$ cat src/design/adcc_pkg.sv
// package: register map, field layouts and codes of the converter control
package adcc_pkg;

   // -----------------------------------------------------------------
   // register offsets (byte addresses on the 8-bit register port)
   // -----------------------------------------------------------------
   localparam logic [3:0] ADDR_SC1      = 4'h0;
   localparam logic [3:0] ADDR_SC2      = 4'h1;
   localparam logic [3:0] ADDR_RES_HIGH = 4'h2;
   localparam logic [3:0] ADDR_RES_LOW  = 4'h3;
   localparam logic [3:0] ADDR_CV_HIGH  = 4'h4;
   localparam logic [3:0] ADDR_CV_LOW   = 4'h5;
   localparam logic [3:0] ADDR_CFG      = 4'h6;
   localparam logic [3:0] ADDR_PCTL1    = 4'h7;
   localparam logic [3:0] ADDR_IRQ_STAT = 4'h8;
   localparam logic [3:0] ADDR_IRQ_MASK = 4'h9;

   // -----------------------------------------------------------------
   // reset values
   // -----------------------------------------------------------------
   localparam logic [7:0] RST_SC1   = 8'h1F;
   localparam logic [7:0] RST_SC2   = 8'h00;
   localparam logic [7:0] RST_CFG   = 8'h00;
   localparam logic [7:0] RST_BYTE  = 8'h00;

   // -----------------------------------------------------------------
   // codes
   // -----------------------------------------------------------------
   localparam logic [4:0] CHAN_OFF     = 5'h1F;
   localparam logic [1:0] MODE_8BIT    = 2'h0;
   localparam logic [1:0] MODE_12BIT   = 2'h1;
   localparam logic [1:0] MODE_10BIT   = 2'h2;
   localparam logic [1:0] ICLK_BUS     = 2'h0;
   localparam logic [1:0] ICLK_BUS_DIV2 = 2'h1;
   localparam logic [1:0] ICLK_ALT     = 2'h2;
   localparam logic [1:0] ICLK_ASYNC   = 2'h3;

   // interrupt status bit positions
   localparam int IRQ_BIT_DONE    = 0;
   localparam int IRQ_BIT_DISCARD = 1;

   // first status/control register layout
   typedef struct packed {
      logic       conv_complete_flag;
      logic       conv_irq_enable;
      logic       continuous_enable;
      logic [4:0] channel_select;
   } adcc_sc1_t;

   // second status/control register layout
   typedef struct packed {
      logic       busy;
      logic       hw_trig_sel;
      logic       cmp_enable;
      logic       cmp_greater;
      logic [3:0] spare;
   } adcc_sc2_t;

   // configuration register layout
   typedef struct packed {
      logic       low_power;
      logic [1:0] clock_divide_sel;
      logic       long_sample;
      logic [1:0] mode;
      logic [1:0] input_clock_sel;
   } adcc_cfg_t;

   // converter state
   typedef enum logic [0:0] {
      ST_IDLE = 1'b0,
      ST_CONV = 1'b1
   } adcc_state_t;

endpackage

$ cat src/design/adcc_top.sv
// module: conversion control of a 12-bit successive-approximation converter
//
// Functional notes
// [RL1] conversion clock is selected input clock divided by 1, 2, 4 or 8
// [RL2] configuration bits 3:2 pick 8, 12 or 10 bit result, 11 reserved
// [RL3] configuration bits 1:0 pick bus, bus/2, alternate or async clock
// [RL4] software trigger: write of channel not all ones starts a conversion
// [RL5] hardware trigger: each trigger input event starts a conversion; here only events while idle start one
// [RL6] continuous mode restarts as soon as a result is transferred
// [RL7] continuous sequence starts on write or trigger, runs until abort
// [RL8] completion means result moved to result bytes, flag set then
// [RL9] interrupt raised when enable bit high as completion flag sets; here irq also needs irq_mask_ff bit 0 set, which resets to 0
// [RL10] 10/12 bit: high read but low unread blocks and discards result
// [RL11] single conversion, compare on and false: ignore blocking, stop
// [RL12] any other blocked transfer starts another conversion
// [RL13] software must not read results before a single conversion ends
// [RL14] first control write aborts; restarts only if channel not all ones
// [RL15] writes to control two, configuration or compare values abort
// [RL16] abort on reset and on stop entry without async clock selected
// [RL17] pin control bits take port control away from analog pins
// [RL18] reading low result byte ends the read in progress
// [RL19] all-ones channel write leaves the converter idle
//
// Chosen here: the register offsets and the strobed register port.
`timescale 1ns/1ps
module adcc_top
   import adcc_pkg::*;
#(
   parameter int RES_W = 12
)
(
   // clock and reset
   input  wire logic             core_clk,
   input  wire logic             rst_n,
   // register port
   input  wire logic [3:0]       reg_addr,
   input  wire logic [7:0]       reg_wdata,
   input  wire logic             reg_wr,
   input  wire logic             reg_rd,
   output logic      [7:0]       reg_rdata,
   // clock sources, sampled
   input  wire logic             alternate_clock,
   input  wire logic             async_conv_clock,
   // system
   input  wire logic             hw_trigger,
   input  wire logic             stop_mode,
   // analog converter core
   output logic                  conv_start,
   output logic                  conv_abort,
   output logic      [4:0]       conv_channel,
   output logic                  conversion_clock,
   input  wire logic             core_done,
   input  wire logic [RES_W-1:0] core_result,
   // pins and interrupt
   output logic      [7:0]       pin_control_one,
   output logic                  irq
);

   // -----------------------------------------------------------------
   // registers
   // -----------------------------------------------------------------
   adcc_sc1_t       sc1_ff;
   adcc_sc2_t       sc2_ff;
   adcc_cfg_t       cfg_ff;
   logic [7:0]      cv_high_ff;
   logic [7:0]      cv_low_ff;
   logic [7:0]      res_high_ff;
   logic [7:0]      res_low_ff;
   logic [7:0]      pctl1_ff;
   logic [1:0]      irq_stat_ff;
   logic [1:0]      irq_mask_ff;
   logic [7:0]      rdata_ff;
   logic            read_busy_ff;
   adcc_state_t     state_ff;
   logic            start_ff;
   logic            abort_ff;
   logic            half_ff;
   logic            alt_prev_ff;
   logic            async_prev_ff;
   logic            trig_prev_ff;
   logic            stop_prev_ff;
   logic [2:0]      div_cnt_ff;
   logic            conv_clk_ff;

   // -----------------------------------------------------------------
   // decode
   // -----------------------------------------------------------------
   logic            wr_sc1;
   logic            wr_mode;
   logic            rd_high;
   logic            rd_low;
   logic            rd_stat;
   logic            trig_evt;
   logic            stop_abort;
   logic            sw_go;
   logic            hw_go;
   logic            done_evt;
   logic            cmp_true;
   logic            blocked;
   logic            transfer;
   logic            restart;
   logic [11:0]     res_full;
   logic [11:0]     res_masked;
   logic [11:0]     cmp_val;
   logic            src_tick;
   logic [2:0]      div_lim;
   logic [1:0]      irq_set;

   // register writes and reads of interest
   assign wr_sc1  = reg_wr && (reg_addr == ADDR_SC1);
   assign wr_mode = reg_wr && ((reg_addr == ADDR_SC2) ||
                               (reg_addr == ADDR_CFG) ||
                               (reg_addr == ADDR_CV_HIGH) ||
                               (reg_addr == ADDR_CV_LOW));
   assign rd_high = reg_rd && (reg_addr == ADDR_RES_HIGH);
   assign rd_low  = reg_rd && (reg_addr == ADDR_RES_LOW);
   assign rd_stat = reg_rd && (reg_addr == ADDR_IRQ_STAT);

   // trigger rising edge and stop entry
   assign trig_evt   = hw_trigger && !trig_prev_ff;
   assign stop_abort = stop_mode && !stop_prev_ff &&
                       (cfg_ff.input_clock_sel != ICLK_ASYNC); // RL16

   // start requests
   assign sw_go = wr_sc1 && !sc2_ff.hw_trig_sel &&
                  (reg_wdata[4:0] != CHAN_OFF); // RL4 RL14 RL19
   assign hw_go = sc2_ff.hw_trig_sel && trig_evt &&
                  (state_ff == ST_IDLE) &&
                  (sc1_ff.channel_select != CHAN_OFF); // RL5

   // result width per mode, right justified
   always_comb
   begin
      res_full = '0;
      res_full[RES_W-1:0] = core_result;
      case (cfg_ff.mode) // RL2
         MODE_8BIT:  res_masked = {4'h0, res_full[7:0]};
         MODE_10BIT: res_masked = {2'h0, res_full[9:0]};
         default:    res_masked = res_full;
      endcase
   end
   // compare against the software value
   assign cmp_val  = {cv_high_ff[3:0], cv_low_ff};
   assign cmp_true = !sc2_ff.cmp_enable ||
                     (sc2_ff.cmp_greater ? (res_masked >= cmp_val)
                                         : (res_masked <  cmp_val));
   // completion outcome
   assign done_evt = core_done && (state_ff == ST_CONV) &&
                     !wr_sc1 && !wr_mode && !stop_abort;
   assign blocked  = read_busy_ff &&
                     (cfg_ff.mode != MODE_8BIT); // RL10
   assign transfer = done_evt && cmp_true && !blocked; // RL8
   always_comb
   begin
      restart = 1'b0;
      if (done_evt)
      begin
         if (!sc1_ff.continuous_enable && sc2_ff.cmp_enable && !cmp_true)
            restart = 1'b0; // RL11
         else if (blocked)
            restart = 1'b1; // RL12
         else
            restart = sc1_ff.continuous_enable; // RL6 RL7
      end
   end

   // ---------------------------
   // conversion clock generation
   // ---------------------------
   // source tick per input clock selection
   always_comb
   begin
      case (cfg_ff.input_clock_sel) // RL3
         ICLK_BUS:      src_tick = 1'b1;
         ICLK_BUS_DIV2: src_tick = half_ff;
         ICLK_ALT:      src_tick = alternate_clock && !alt_prev_ff;
         default:       src_tick = async_conv_clock && !async_prev_ff;
      endcase
   end
   // divider limit of 0, 1, 3 or 7 source ticks
   assign div_lim = 3'((4'h1 << cfg_ff.clock_divide_sel) - 4'h1); // RL1
   // edge history of sampled inputs
   always_ff @(posedge core_clk or negedge rst_n)
   begin
      if (!rst_n)
      begin
         half_ff       <= 1'b0;
         alt_prev_ff   <= 1'b0;
         async_prev_ff <= 1'b0;
         trig_prev_ff  <= 1'b0;
         stop_prev_ff  <= 1'b0;
      end
      else
      begin
         half_ff       <= !half_ff;
         alt_prev_ff   <= alternate_clock;
         async_prev_ff <= async_conv_clock;
         trig_prev_ff  <= hw_trigger;
         stop_prev_ff  <= stop_mode;
      end
   end
   // divider, one-cycle conversion clock tick
   always_ff @(posedge core_clk or negedge rst_n)
   begin
      if (!rst_n)
      begin
         div_cnt_ff  <= 3'h0;
         conv_clk_ff <= 1'b0;
      end
      else if (wr_mode)
      begin
         div_cnt_ff  <= 3'h0; // restart divider on mode change
         conv_clk_ff <= 1'b0;
      end
      else if (src_tick && (div_cnt_ff >= div_lim))
      begin
         div_cnt_ff  <= 3'h0; // RL1
         conv_clk_ff <= 1'b1;
      end
      else
      begin
         div_cnt_ff  <= src_tick ? div_cnt_ff + 3'h1 : div_cnt_ff;
         conv_clk_ff <= 1'b0;
      end
   end

   // ---------------------
   // conversion sequencing
   // ---------------------
   // state, start and abort pulses to the core
   always_ff @(posedge core_clk or negedge rst_n)
   begin
      if (!rst_n)
      begin
         state_ff <= ST_IDLE; // RL16
         start_ff <= 1'b0;
         abort_ff <= 1'b0;
      end
      else
      begin
         start_ff <= 1'b0;
         abort_ff <= 1'b0;
         if (wr_sc1 || wr_mode || stop_abort)
         begin
            abort_ff <= (state_ff == ST_CONV); // RL14 RL15 RL16
            state_ff <= sw_go ? ST_CONV : ST_IDLE; // RL19
            start_ff <= sw_go; // RL4
         end
         else if (hw_go)
         begin
            state_ff <= ST_CONV; // RL5 RL7
            start_ff <= 1'b1;
         end
         else if (done_evt)
         begin
            state_ff <= restart ? ST_CONV : ST_IDLE;
            start_ff <= restart; // RL6 RL12
         end
      end
   end

   // -----------------
   // control registers
   // -----------------
   // first status/control: fields and completion flag
   always_ff @(posedge core_clk or negedge rst_n)
   begin
      if (!rst_n)
         sc1_ff <= adcc_sc1_t'(RST_SC1);
      else
      begin
         if (wr_sc1)
         begin
            sc1_ff.conv_irq_enable   <= reg_wdata[6];
            sc1_ff.continuous_enable <= reg_wdata[5];
            sc1_ff.channel_select    <= reg_wdata[4:0];
         end
         // set wins over write or low-byte read clear
         if (transfer)
            sc1_ff.conv_complete_flag <= 1'b1; // RL8
         else if (wr_sc1 || rd_low)
            sc1_ff.conv_complete_flag <= 1'b0;
      end
   end
   // mode registers
   always_ff @(posedge core_clk or negedge rst_n)
   begin
      if (!rst_n)
      begin
         sc2_ff     <= adcc_sc2_t'(RST_SC2);
         cfg_ff     <= adcc_cfg_t'(RST_CFG);
         cv_high_ff <= RST_BYTE;
         cv_low_ff  <= RST_BYTE;
         pctl1_ff   <= RST_BYTE;
      end
      else if (reg_wr)
      begin
         if (reg_addr == ADDR_SC2)
            sc2_ff[6:4] <= reg_wdata[6:4];
         else if (reg_addr == ADDR_CFG)
            cfg_ff <= adcc_cfg_t'(reg_wdata);
         else if (reg_addr == ADDR_CV_HIGH)
            cv_high_ff <= {4'h0, reg_wdata[3:0]};
         else if (reg_addr == ADDR_CV_LOW)
            cv_low_ff <= reg_wdata;
         else if (reg_addr == ADDR_PCTL1)
            pctl1_ff <= reg_wdata; // RL17
      end
   end
   // result bytes and read-in-progress tracking
   always_ff @(posedge core_clk or negedge rst_n)
   begin
      if (!rst_n)
      begin
         res_high_ff  <= RST_BYTE;
         res_low_ff   <= RST_BYTE;
         read_busy_ff <= 1'b0;
      end
      else
      begin
         if (transfer)
         begin
            res_high_ff <= {4'h0, res_masked[11:8]};
            res_low_ff  <= res_masked[7:0];
         end
         if (rd_low)
            read_busy_ff <= 1'b0; // RL18
         else if (rd_high)
            read_busy_ff <= 1'b1; // RL10
      end
   end

   // ----------
   // interrupts
   // ----------
   // done event gated by enable at flag set, discard event always
   always_comb
   begin
      irq_set = 2'h0;
      irq_set[IRQ_BIT_DONE]    = transfer && sc1_ff.conv_irq_enable; // RL9
      irq_set[IRQ_BIT_DISCARD] = done_evt && blocked && cmp_true;
   end
   // sticky status, read clears, set wins
   always_ff @(posedge core_clk or negedge rst_n)
   begin
      if (!rst_n)
      begin
         irq_stat_ff <= 2'h0;
         irq_mask_ff <= 2'h0;
      end
      else
      begin
         irq_stat_ff <= (rd_stat ? 2'h0 : irq_stat_ff) | irq_set;
         if (reg_wr && (reg_addr == ADDR_IRQ_MASK))
            irq_mask_ff <= reg_wdata[1:0];
      end
   end

   // -------------------------------------
   // read data, one cycle after the strobe
   // -------------------------------------
   always_ff @(posedge core_clk or negedge rst_n)
   begin
      if (!rst_n)
         rdata_ff <= RST_BYTE;
      else if (reg_rd)
      begin
         if (reg_addr == ADDR_SC1)
            rdata_ff <= sc1_ff;
         else if (reg_addr == ADDR_SC2)
            rdata_ff <= {(state_ff == ST_CONV), sc2_ff[6:4], 4'h0};
         else if (reg_addr == ADDR_RES_HIGH)
            rdata_ff <= res_high_ff;
         else if (reg_addr == ADDR_RES_LOW)
            rdata_ff <= res_low_ff;
         else if (reg_addr == ADDR_CV_HIGH)
            rdata_ff <= cv_high_ff;
         else if (reg_addr == ADDR_CV_LOW)
            rdata_ff <= cv_low_ff;
         else if (reg_addr == ADDR_CFG)
            rdata_ff <= cfg_ff;
         else if (reg_addr == ADDR_PCTL1)
            rdata_ff <= pctl1_ff;
         else if (reg_addr == ADDR_IRQ_STAT)
            rdata_ff <= {6'h00, irq_stat_ff};
         else if (reg_addr == ADDR_IRQ_MASK)
            rdata_ff <= {6'h00, irq_mask_ff};
         else
            rdata_ff <= RST_BYTE; // unmapped reads zero
      end
   end

   // -----------------------------------------------------------------
   // outputs
   // -----------------------------------------------------------------
   assign reg_rdata        = rdata_ff;
   assign conv_start       = start_ff;
   assign conv_abort       = abort_ff;
   assign conv_channel     = sc1_ff.channel_select;
   assign conversion_clock = conv_clk_ff;
   assign pin_control_one  = pctl1_ff; // RL17
   assign irq              = |(irq_stat_ff & irq_mask_ff);

endmodule // adcc_top

$ cat config.mk
export PLATFORM = sky130hd
export DESIGN_NAME = adcc_top
export DESIGN_NICKNAME = d
export VERILOG_FILES = /design/src/design/adcc_pkg.sv /design/src/design/adcc_top.sv
export SDC_FILE = /design/constraint.sdc
export NUM_CORES = 1
export LEC_CHECK = 0
export BUFFER_PORTS_ARGS = -buffer_cell sky130_fd_sc_hd__buf_2
export CAP_MARGIN = 40
export CORE_MARGIN = 3
export CORE_UTILIZATION = 51
export DETAILED_ROUTE_END_ITERATION = 16
export GPL_ROUTABILITY_DRIVEN = 0
export GPL_TIMING_DRIVEN = 0
export HOLD_SLACK_MARGIN = 0.08
export PLACE_DENSITY = 0.72
export SLEW_MARGIN = 0
export SYNTH_ARGS = -nofsm -noshare
export SYNTH_HDL_FRONTEND = slang
export SYNTH_SLANG_ARGS = --single-unit
$ cat constraint.sdc
create_clock -name core_clk -period 2.55 [get_ports core_clk]
set_input_delay 0.3825 -clock core_clk [delete_from_list [all_inputs] [get_ports core_clk]]
set_output_delay 0.3825 -clock core_clk [all_outputs]
set_load 0.05 [all_outputs]
# After elaboration in Yosys (flattened, before gate mapping)
# Cells that the tools add are included.
# totals
reg_bits,76
input_bits,33
out_inout_bits,25
# op_classes
add_sub_neg,2
order_cmp,3
n_eq_ne,15
shifts,1
muxes,35
n_bitwise,7
reduce_logical,63
# op_table
cell,n
two-way mux 8 bit,8
logical AND 1 bit,29
case mux 12 bit (2 select lines),1
two-way mux 1 bit,19
"== test 4 x 3 -> 1 bit, second input constant",4
logical NOT 1 bit,13
greater-or-equal comparator 12 bit,1
less-than comparator 12 bit,1
"inequality test 5 bit, second input constant",2
two-way mux 3 bit,3
"== test 4 x 2 -> 1 bit, second input constant",2
"== test 4 bit, second input constant",2
logical OR 1 bit,7
two-way mux 2 bit,3
AND reduction 6 bit,1
nonzero test 2 bit,3
nonzero test 3 bit,2
inverter 1 bit,5
AND reduction 5 bit,1
"== test 2 bit, second input constant",2
"== test 4 x 1 -> 1 bit, second input constant",1
logical NOT 2 bit,2
logical NOT 4 bit,1
AND reduction 4 bit,1
12 further kinds,12

# Depth between registers and ports, before layout
# Gate-level depths: netlist of run 1.
# logic_depth
ltp_word,13
ltp_mapped,9
ltp_nobuf,8

# Least setup slack after synthesis of run 1
# OpenSTA, ideal clock, no wires.
# synth_path
path_type,register to register
startpoint,register cfg_ff[2] in the netlist's numbering
endpoint,register res_high_ff[0]
arrival_ns,2.187
required_ns,2.425
slack_ns,0.238
path_stages_with_launch,10
path_buffers,1
period_less_slack_ns,2.312
cell_sequence,dfrtp_1 > and2_1 > ha_1 > a21oi_1 > o21ai_1 > a211o_1 > o211ai_1 > nand3_4 > buf_8 > mux2_4
# synth_between
elab_chain_len,7
word_cells_on_any_way,12
classes_between,order compare (2); eq/ne (1); mux (2); reduce/logical (7)
# synth_lines
item,line_no,rtl
"start, declared",adcc_top.sv:64,adcc_cfg_t cfg_ff;
"start signal, assigned",adcc_top.sv:291,cfg_ff <= adcc_cfg_t'(RST_CFG);
"start signal, assigned",adcc_top.sv:301,cfg_ff <= adcc_cfg_t'(reg_wdata);
== test 2 bit or logical NOT 2 bit (tied branches),adcc_top.sv:136,case (cfg_ff.mode)
case mux 12 bit (2 select lines) (*),adcc_top.sv:136,
net res_masked[11],adcc_top.sv:103,logic [11:0] res_masked;
less-than comparator 12 bit or greater-or-equal comparator 12 bit (tied branches),"adcc_top.sv:146, adcc_top.sv:145",
two-way mux 1 bit (*),adcc_top.sv:145,(sc2_ff.cmp_greater ? (res_masked >= cmp_val)
logical OR 1 bit (*),adcc_top.sv:144,assign cmp_true = !sc2_ff.cmp_enable ||
logical AND 1 bit (*) (2 in a row),adcc_top.sv:152,assign transfer = done_evt && cmp_true && !blocked;
"end signal, assigned",adcc_top.sv:323,"res_high_ff <= {4'h0, res_masked[11:8]};"
"end, declared",adcc_top.sv:67,logic [7:0] res_high_ff;
# The timed path passes the listed nets; every way through them passes the cells marked *.
# A chain may end at the register's enable or synchronous reset.

# Final worst setup path of run 1
# layout_path
startpoint,register cfg_ff[2] in the netlist's numbering
endpoint,register res_low_ff[7]
# layout_between
elab_chain_len,7
word_cells_on_any_way,12
classes_between,order compare (2); eq/ne (1); mux (2); reduce/logical (7)
# layout_lines
item,line_no,rtl
== test 2 bit or logical NOT 2 bit (tied branches),adcc_top.sv:136,
case mux 12 bit (2 select lines) (*),adcc_top.sv:136,
net res_masked[9],adcc_top.sv:103,
less-than comparator 12 bit or greater-or-equal comparator 12 bit (tied branches),"adcc_top.sv:146, adcc_top.sv:145",
two-way mux 1 bit (*),adcc_top.sv:145,
logical OR 1 bit (*),adcc_top.sv:144,
logical AND 1 bit (*) (2 in a row),adcc_top.sv:152,
"end signal, assigned",adcc_top.sv:324,res_low_ff <= res_masked[7:0];
"end, declared",adcc_top.sv:68,logic [7:0] res_low_ff;
# Marked as above.

==> results of run 1 <==
## cell families (layout without fill, tap and decap cells)
| kind of cell | after synthesis | after routing |
|---|---|---|
| mux | 44 | 44 |
| fa+ha+maj | 16 | 16 |
| buf+inv | 46 | 126 |
| compound gates | 103 | 103 |
| flops | 76 | 76 |
| simple gates | 106 | 106 |
## synth_stat cells (3+ instances only)
cell	number
dfrtp_1	71
nand2_1	35
o21ai_0	31
mux2_2	28
a21oi_1	25
inv_1	24
nor2_1	20
ha_1	16
clkbuf_1	10
nor2b_1	9
mux2_4	8
nand2b_1	8
a22oi_1	7
o22ai_1	7
and3_1	6
buf_4	5
dfstp_2	5
o211ai_1	5
buf_2	4
mux2_1	4
mux2i_1	4
nand3_1	4
nand3b_1	4
a221oi_1	3
a31oi_1	3
and2_1	3
nand4_1	3
o21ai_1	3
o31ai_1	3
## final cells by class
type                    instances  area share (%)
multi-input cells             269            40.6
flip-flops and latches         76            39.1
repair buffers                 64            7.95
clock buffers                  11            2.69
plain buffers                  22            2.67
clock inverters                 5            2.57
well taps                      99            2.54
inverters                      24            1.85
## power by group through the flow
stage	registers, uW	logic (uW)	clock network [uW]
2_1_floorplan	1900	866	0
3_3_place_gp	1770	1330	0
3_5_place_dp	1790	1380	0
4_1_cts	1770	1390	1210
5_1_grt	1810	1610	1270
6_report	1780	1470	1190
## final timing paths
path                                       startpoint                     endpoint  slack, ps  cells after the start
worst max-delay path            cfg_ff[2]$_DFFE_PN0P_    res_low_ff[7]$_DFFE_PN0P_         90                     10
min in group asynchronous                       rst_n   conversion_clock$_DFF_PN0_        510                      2
worst min-delay path                       hw_trigger       trig_prev_ff$_DFF_PN0_        140                      1
max in group asynchronous                       rst_n  conv_channel[2]$_DFFE_PN1P_       1410                      3
worst min register to register      half_ff$_DFF_PN0_            half_ff$_DFF_PN0_        420                      1
worst max register to register  cfg_ff[2]$_DFFE_PN0P_    res_low_ff[7]$_DFFE_PN0P_         90                     10
## worst max-delay path: cells and delay by family, from the launching register on
kind | cells | cell delay (ps)
adder cells (fa/ha/maj) | 1 | 230
multiplexers | 1 | 290
flip-flops | 1 | 450
buffers and inverters | 2 | 380
AO/OA/AOI/OAI | 5 | 860
AND/OR/NAND/NOR | 1 | 140
## metal layers
layer / part of all wire [%] / up-vias / GRT usage, %
met5: 0 / - / 0
met4: 1.2 / 0 / 5.29
met3: 6.2 / 9 / 5.92
met2: 48 / 120 / 40.3
met1: 45 / 1623 / 34.3
li1: - / 1540 / -
## repair_timing
| item | 4_1_cts | 5_1_grt |
|---|---|---|
| pin swaps | 1 | 3 |
| endpoints found under the hold margin | 30 | 0 |
| hold buffers | 1 | 0 |
| gates cloned | 0 | 1 |
| setup buffers | 1 | 6 |
| gates resized for setup | 0 | 8 |
| endpoints found under the setup margin | 8 | 8 |
## per-stage QoR
step	utilization (%)	setup slack [ps]	total power, uW
floorplan	-	238	2770
global placement	59.6	-49.4	3100
detailed placement	60.0	-96.8	3170
CTS	63.6	2.00	4370
global route	65.2	12.7	4690
finish	65.2	86.6	4430
## registers in the layout (all words and copies together), names as in the netlist, 2 cells and up
| register | count |
|---|---|
| div_cnt_ff | 3 |
| res_high_ff | 4 |
| cfg_ff | 8 |
| irq_stat_ff | 2 |
| reg_rdata | 8 |
| conv_channel | 5 |
| cv_high_ff | 4 |
| cv_low_ff | 8 |
| irq_mask_ff | 2 |
| res_low_ff | 8 |
| pin_control_one | 8 |
| sc1_ff | 3 |
| sc2_ff | 3 |
==> flow_summary.ini, run 1 <==
[grt]
grt_pass1_wl_mm = 17.0
antenna_found_initial = 0
grt_overflow = 0
gr-usage-all-layers_pct = 24.9
grt_max_degree = 47
grt_pass1_vias = 3326

[cts]
h-tree-depth = 3
cts_max_path_buffers = 2
cts_tree = built
ctsRootBufferMaster = clkbuf_8
clkSinkCount = 76
cts_buffers = 9
insertion_delay_ps = 350
cts.clk_slew.worst_paths_ps = 80

[critical_path]
path_cells = o21a_1 -> ha_4 -> a21oi_2 -> o21ai_2 -> a211o_1 -> o211ai_1 -> buf_4 -> nand3_4 -> clkbuf_16 -> mux2_4
worstSetupEndpointType = flop
critPathLaunchType = flop
cp_max_fo = 6
worstPathRequired_ps = 2780
critPathMaxStageDelay_ps = 450
slowest_stage = dfrtp_2
crit_type = flop to flop
cp.arrival_ps = 2700

[yosys]
synth-simple-area-share_pct = 14.2
syn_nets = 440
synth-xor-area-share_pct = 0
synthArstFlopShare_pct = 100
synth_edf_count = 0
syn_area_mm2 = 0.00406
synthTopCellsByArea = dfrtp_1 44%, mux2_2 7.8%, ha_1 4.9%, o21ai_0 3.8%, dfstp_2 3.2%
synth_fa_ha_area_share_pct = 4.93
yosysUniqueCellTypes = 57
synthFlopType = dfrtp_1
synth-seq-area-share_pct = 47.0
synth-compound-area-share_pct = 15.8
synth.area.mux_share_pct = 12.8
synth_area_leader_cell = dfrtp_1
synth_top_family_by_area = compound AO/OA/AOI/OAI gates
synth_top_area_share_pct = 43.7
syn_avg_cell_area_um2 = 10.4
netlist_instances = 391
yosys_warnings = 0
ys_ff_latch = 76

[sta]
slew_headroom_pct = 47.2
final_max_slew_viol_count = 0
hold_viol_final = 0
setup_viol = 0
tightest_slew_ps = 789
fin_crit_sh_pct = 96.6
clock_skew_ps = 13.0
fmax_ghz = 0.406
rsz0062_at_grt = false
fin_crit_ps = 2460
tns_ps = 0
fin_hold_ws_ps = 144

[floorplanning]
start_util_pct = 54.3
io_pins = 58
row_count = 31
die_x_um = 95.3
coreArea_mm2 = 0.00749
dieArea_mm2 = 0.00908
die_y_um = 95.3

[pwr]
p_leak_uw = 0.00227
ir_drop_mv = 0.471
power_frac_seq_pct = 40.1
intPower_uw = 2920
clockPowerShare_pct = 26.8
power.density_mw_per_mm2 = 909
p_sw_uw = 1520
swShare_pct = 34.2
p_comb_share_pct = 33.1

[place]
dp_hpwl_mm = 7.59
placed_area_mm2 = 0.00449
portBuffers = 54
dp.cells = 545

[finish]
ff_latch_area_mm2 = 0.00191
final_cell_area_mm2 = 0.00488
fillers = 625
diodes = 0
area_delta_synth_final_pct = 20.0
layout_commonest_cell = dfrtp_1
multiInputGateArea_mm2 = 0.00198
final_cell_mix = 70 x dfrtp_1, 57 x buf_2, 35 x nand2_1
nNetsFinal = 515
drive_gt1_share_pct = 30.8
instances_no_fill = 570

[min_path]
hold_class = primary input to flop

[route]
remaining_drc_errors = 0
drtIter0Drc = 208
dr.pass1.iters = 5
routed_wl_mm = 10.5
viasPerCell = 5.78
wl_per_cell_um = 18.4
ant_nets = 0
vias = 3292

[outcome]
status = completed

[flow_run]
max_cap_violations = 0
Power figures use the tool's default switching activity.
==> run 2, diff against run 1 <==
--- a/config.mk
+++ b/config.mk
@@ -8,12 +8,11 @@
 export BUFFER_PORTS_ARGS = -buffer_cell sky130_fd_sc_hd__buf_2
 export CAP_MARGIN = 40
 export CORE_MARGIN = 3
-export CORE_UTILIZATION = 51
+export CORE_UTILIZATION = 50
 export DETAILED_ROUTE_END_ITERATION = 16
 export GPL_ROUTABILITY_DRIVEN = 0
-export GPL_TIMING_DRIVEN = 0
 export HOLD_SLACK_MARGIN = 0.08
-export PLACE_DENSITY = 0.72
+export PLACE_DENSITY = 0.71
 export SLEW_MARGIN = 0
 export SYNTH_ARGS = -nofsm -noshare
 export SYNTH_HDL_FRONTEND = slang
==> run 2 against run 1 <==
Clock-buffer cell count is 3 higher. Clock power is 33% lower. Clock skew is 3.6 ps lower. Die area is 1.9% higher. Worst hold slack better by 13 ps. Worst setup slack worse by 35 ps. Combinational power is 6% lower. Critical path depth is 1 lower.
==> flow_summary.ini, run 2 (synthesis results as in run 1) <==
[outcome]
status = completed

[floorplanning]
coreArea_mm2 = 0.00781
die_y_um = 96.2
dieArea_mm2 = 0.00925
row_count = 32
die_x_um = 96.2
io_pins = 58
start_util_pct = 52.1

[flow_run]
max_cap_violations = 0

[cts]
clkSinkCount = 76
cts_tree = built
cts.clk_slew.worst_paths_ps = 70
insertion_delay_ps = 350
h-tree-depth = 3
ctsRootBufferMaster = clkbuf_8
cts_buffers = 9
cts_max_path_buffers = 2

[sta]
setup_viol = 0
clock_skew_ps = 9.38
fin_ws_ps = 51.5
final_max_slew_viol_count = 0
fin_crit_ps = 2500
slew_headroom_pct = 54.2
fin_crit_sh_pct = 98.0
fmax_ghz = 0.400
hold_viol_final = 0
tightest_slew_ps = 682

[critical_path]
worstPathRequired_ps = 2780
worstSetupEndpointType = flop
r2r_end = res_low_ff[1]$_DFFE_PN0P_
critPathLaunchType = flop
cp_max_fo = 9
critPathMaxStageDelay_ps = 420
cp.arrival_ps = 2730
path_cells = o21a_1 -> ha_1 -> a21oi_2 -> o21ai_1 -> a211o_1 -> o211ai_1 -> nand3_4 -> buf_12 -> mux2_1
r2r-start = cfg_ff[3]$_DFFE_PN0P_
crit_start = cfg_ff[3]$_DFFE_PN0P_
ff2ff_path_depth = 9
cp_top_family = compound AO/OA/AOI/OAI gates
crit_type = flop to flop
slowest_stage = dfrtp_1
r2r_setup_slack_ps = 50
crit_buf_inv = 1

[finish]
final_cell_mix = 70 x dfrtp_1, 56 x buf_2, 35 x nand2_1
nNetsFinal = 501
drive_gt1_share_pct = 29.5
area_delta_synth_final_pct = 14.7
fillers = 687
diodes = 0
layout_commonest_cell = dfrtp_1

[pwr]
p_leak_uw = 0.00219
power.density_mw_per_mm2 = 842
p_comb_share_pct = 35.1
power_uw = 3930
intPower_uw = 2490
clockPowerShare_pct = 20.2
swShare_pct = 36.7
p_sw_uw = 1440
ir_drop_mv = 0.463
power_frac_seq_pct = 44.8

[grt]
gr-usage-all-layers_pct = 22.1
grt_max_degree = 42
grt_pass1_wl_mm = 15.1
grt_overflow = 0
grt_pass1_vias = 2900
antenna_found_initial = 0

[min_path]
holdPathEnd = trig_prev_ff$_DFF_PN0_
hold_path_startpoint = hw_trigger
hold_class = primary input to flop
min_path_cells = 1

[place]
portBuffers = 57
place_ws_ps = -64.6
dp_hpwl_mm = 7.13

[route]
remaining_drc_errors = 0
dr.pass1.iters = 4
ant_nets = 0
drtIter0Drc = 321
vias = 3115
wl_per_cell_um = 17.3
routed_wl_mm = 9.68
viasPerCell = 5.57
==> run 2: metal layers <==
metal  track usage, %  routed length [um]  vias to the layer above
met3             4.93                 634                       17
li1                 -                   -                     1519
met5                0                   0                        -
met2             33.2                4400                       99
met1             31.1                4470                     1480
met4             8.41                 178                        0
==> run 2: power groups by stage <==
stage / logic [uW] / registers (uW) / clock network, uW
global route: 1500 / 1800 / 864
CTS: 1370 / 1750 / 822
finish: 1380 / 1760 / 792
global placement: 1310 / 1760 / 0
floorplan: 866 / 1900 / 0
detailed placement: 1350 / 1780 / 0
==> run 2: how the worst max path moves through the flow <==
stage	end	slack (ps)	depth (start not counted)
after floorplan	res_high_ff[0]$_DFFE_PN0P_	240	9
after global placement	res_low_ff[2]$_DFFE_PN0P_	50	9
after detailed placement	res_low_ff[1]$_DFFE_PN0P_	-60	9
after CTS	res_high_ff[1]$_DFFE_PN0P_	60	9
after global routing	res_low_ff[1]$_DFFE_PN0P_	-20	9
final	res_low_ff[1]$_DFFE_PN0P_	50	9
==> run 2: per-stage QoR <==
stage | cells | setup TNS [ps] | cell area, um2 | util [%] | hold slack (ps)
CTS | 557 | 0 | 4640 | 59.5 | 140
global placement | 537 | 0 | 4420 | 56.6 | 408
global route | 559 | -62.5 | 4660 | 59.7 | 145
finish | 559 | 0 | 4660 | 59.7 | 157
floorplan | 391 | 0 | 4060 | - | 86.9
detailed placement | 538 | -520 | 4440 | 56.9 | 367
==> run 2: timing repair <==
item                                   CTS  global route
setup endpoints to repair               12            12
pin swaps                                1             1
cloned                                   0             0
hold buffers                             1             0
setup buffers                            2             2
gates resized for setup                  0             2
endpoints found under the hold margin   30             0
==> run 2: layout make-up <==
type | count | area, um2 | area share [%]
Multi-Input combinational cell | 269 | 1940 | 41.7
Sequential cell | 76 | 1910 | 41.0
Timing Repair Buffer | 72 | 428 | 9.18
Clock buffer | 14 | 153 | 3.27
Tap cell | 102 | 128 | 2.74
Inverter | 24 | 90.1 | 1.93
Clock inverter | 2 | 10.0 | 0.215
==> run 3, diff against run 2 <==
--- a/config.mk
+++ b/config.mk
@@ -12,7 +12,8 @@
 export DETAILED_ROUTE_END_ITERATION = 16
 export GPL_ROUTABILITY_DRIVEN = 0
 export HOLD_SLACK_MARGIN = 0.08
-export PLACE_DENSITY = 0.71
+export PLACE_DENSITY = 0.68
+export RECOVER_POWER = 100
 export SLEW_MARGIN = 0
 export SYNTH_ARGS = -nofsm -noshare
 export SYNTH_HDL_FRONTEND = slang
==> run 3 against run 2 <==
Power rose by 3.0%. Global-route usage rose by 0.098 points. Fmax rose by 2.7%. Sequential power barely moved. Critical path depth did not move.
==> flow_summary.ini, run 3 (synthesis results as in run 1) <==
[outcome]
status = completed

[grt]
antenna_found_initial = 0
grt_overflow = 0
gr-usage-all-layers_pct = 22.2
grt_max_degree = 59
grt_pass1_vias = 2969
grt_pass1_wl_mm = 15.4

[finish]
layout_commonest_cell = dfrtp_1
multiInputGateArea_mm2 = 0.00195
nNetsFinal = 501
utilization_pct = 59.2
ff_latch_area_mm2 = 0.00191
final_cell_mix = 70 x dfrtp_1, 37 x clkbuf_1, 35 x nand2_1
fillers = 702
diodes = 0
drive_gt1_share_pct = 22.1
area_delta_synth_final_pct = 13.8

[sta]
fin_crit_sh_pct = 95.4
final_max_slew_viol_count = 0
fin_ws_ps = 118
setup_viol = 0
fmax_ghz = 0.411
slew_headroom_pct = 35.0
clock_skew_ps = 9.38
hold_viol_final = 0
tightest_slew_ps = 976
fin_crit_ps = 2430

[pwr]
intPower_uw = 2560
power.density_mw_per_mm2 = 874
swShare_pct = 36.8
p_sw_uw = 1490
p_comb_share_pct = 33.4
power_frac_seq_pct = 43.7
p_leak_uw = 0.00207
clockPowerShare_pct = 22.9
ir_drop_mv = 0.390

[route]
remaining_drc_errors = 0
routed_wl_mm = 9.82
drtIter0Drc = 277
wl_per_cell_um = 17.6
viasPerCell = 5.68
dr.pass1.iters = 4
ant_nets = 0
vias = 3174

[cts]
cts_max_path_buffers = 2
h-tree-depth = 3
cts_buffers = 9
cts_tree = built
ctsRootBufferMaster = clkbuf_8
clkSinkCount = 76
insertion_delay_ps = 350
cts.clk_slew.worst_paths_ps = 80

[critical_path]
worstSetupEndpointType = flop
cp_top_family = compound AO/OA/AOI/OAI gates
slowest_stage = dfrtp_2
path_cells = o21a_1 -> ha_1 -> and4_1 -> a211o_1 -> o211ai_1 -> buf_4 -> nand3_4 -> buf_12 -> mux2_1
r2r_setup_slack_ps = 120
worstPathRequired_ps = 2780
crit_buf_inv = 2
crit_type = flop to flop
cp_max_fo = 10
critPathLaunchType = flop
cp.arrival_ps = 2660
critPathMaxStageDelay_ps = 440

[floorplanning]
dieArea_mm2 = 0.00925
die_y_um = 96.2
coreArea_mm2 = 0.00781
die_x_um = 96.2
start_util_pct = 52.1
row_count = 32
io_pins = 58

[place]
place_ws_ps = -3.35
dp_hpwl_mm = 7.26
portBuffers = 57

[min_path]
hold_class = primary input to flop

[flow_run]
max_cap_violations = 0
run 3: final timing paths:
path,startpoint,end,cells past startpoint
worst max-delay path,cfg_ff[2]$_DFFE_PN0P_,res_high_ff[2]$_DFFE_PN0P_,9
worst min-delay path,hw_trigger,trig_prev_ff$_DFF_PN0_,1
worst max register to register,cfg_ff[2]$_DFFE_PN0P_,res_high_ff[2]$_DFFE_PN0P_,9
worst min register to register,half_ff$_DFF_PN0_,half_ff$_DFF_PN0_,1
max in group asynchronous,rst_n,cfg_ff[2]$_DFFE_PN0P_,3
min in group asynchronous,rst_n,alt_prev_ff$_DFF_PN0_,2
run 3: per-stage QoR:
step / std cells / cell area (um2) / hold slack [ps] / total power (uW) / setup TNS [ps]
after global placement: 538 / 4440 / 410 / 3080 / 0
after global routing: 559 / 4630 / 135 / 4290 / -2.25
after CTS: 557 / 4680 / 144 / 4070 / 0
after floorplan: 391 / 4060 / 86.9 / 2770 / 0
after detailed placement: 539 / 4470 / 280 / 3140 / -4.77
final: 559 / 4630 / 149 / 4040 / 0
run 3: timing repair:
item	4_1_cts	5_1_grt
pin swaps	1	3
setup endpoints to repair	3	12
endpoints found under the hold margin	13	0
buffers inserted	1	2
resized for setup	0	5
hold buffers	1	0
run 3: routing by layer:
metal / share of wire, % / vias to the layer above / global-route usage, %
li1: - / 1516 / -
met1: 46 / 1556 / 31.3
met2: 46 / 90 / 34.3
met3: 6.3 / 12 / 4.93
met4: 0.82 / 0 / 6.40
met5: 0 / - / 0
run 3: cell type report:
class,count,share of cell area (%)
repair buffers,72,7.71
clock inverters,4,1.05
well taps,102,2.76
flip-flops and latches,76,41.3
clock buffers,12,3.14
inverters,24,1.95
multi-input cells,269,42.1
run 3: power groups by stage:
stage	clock network (uW)	registers, uW	logic, uW
after floorplan	0	1900	866
after global placement	0	1770	1310
after detailed placement	0	1790	1360
after CTS	939	1760	1370
after global routing	999	1810	1480
final	925	1770	1350
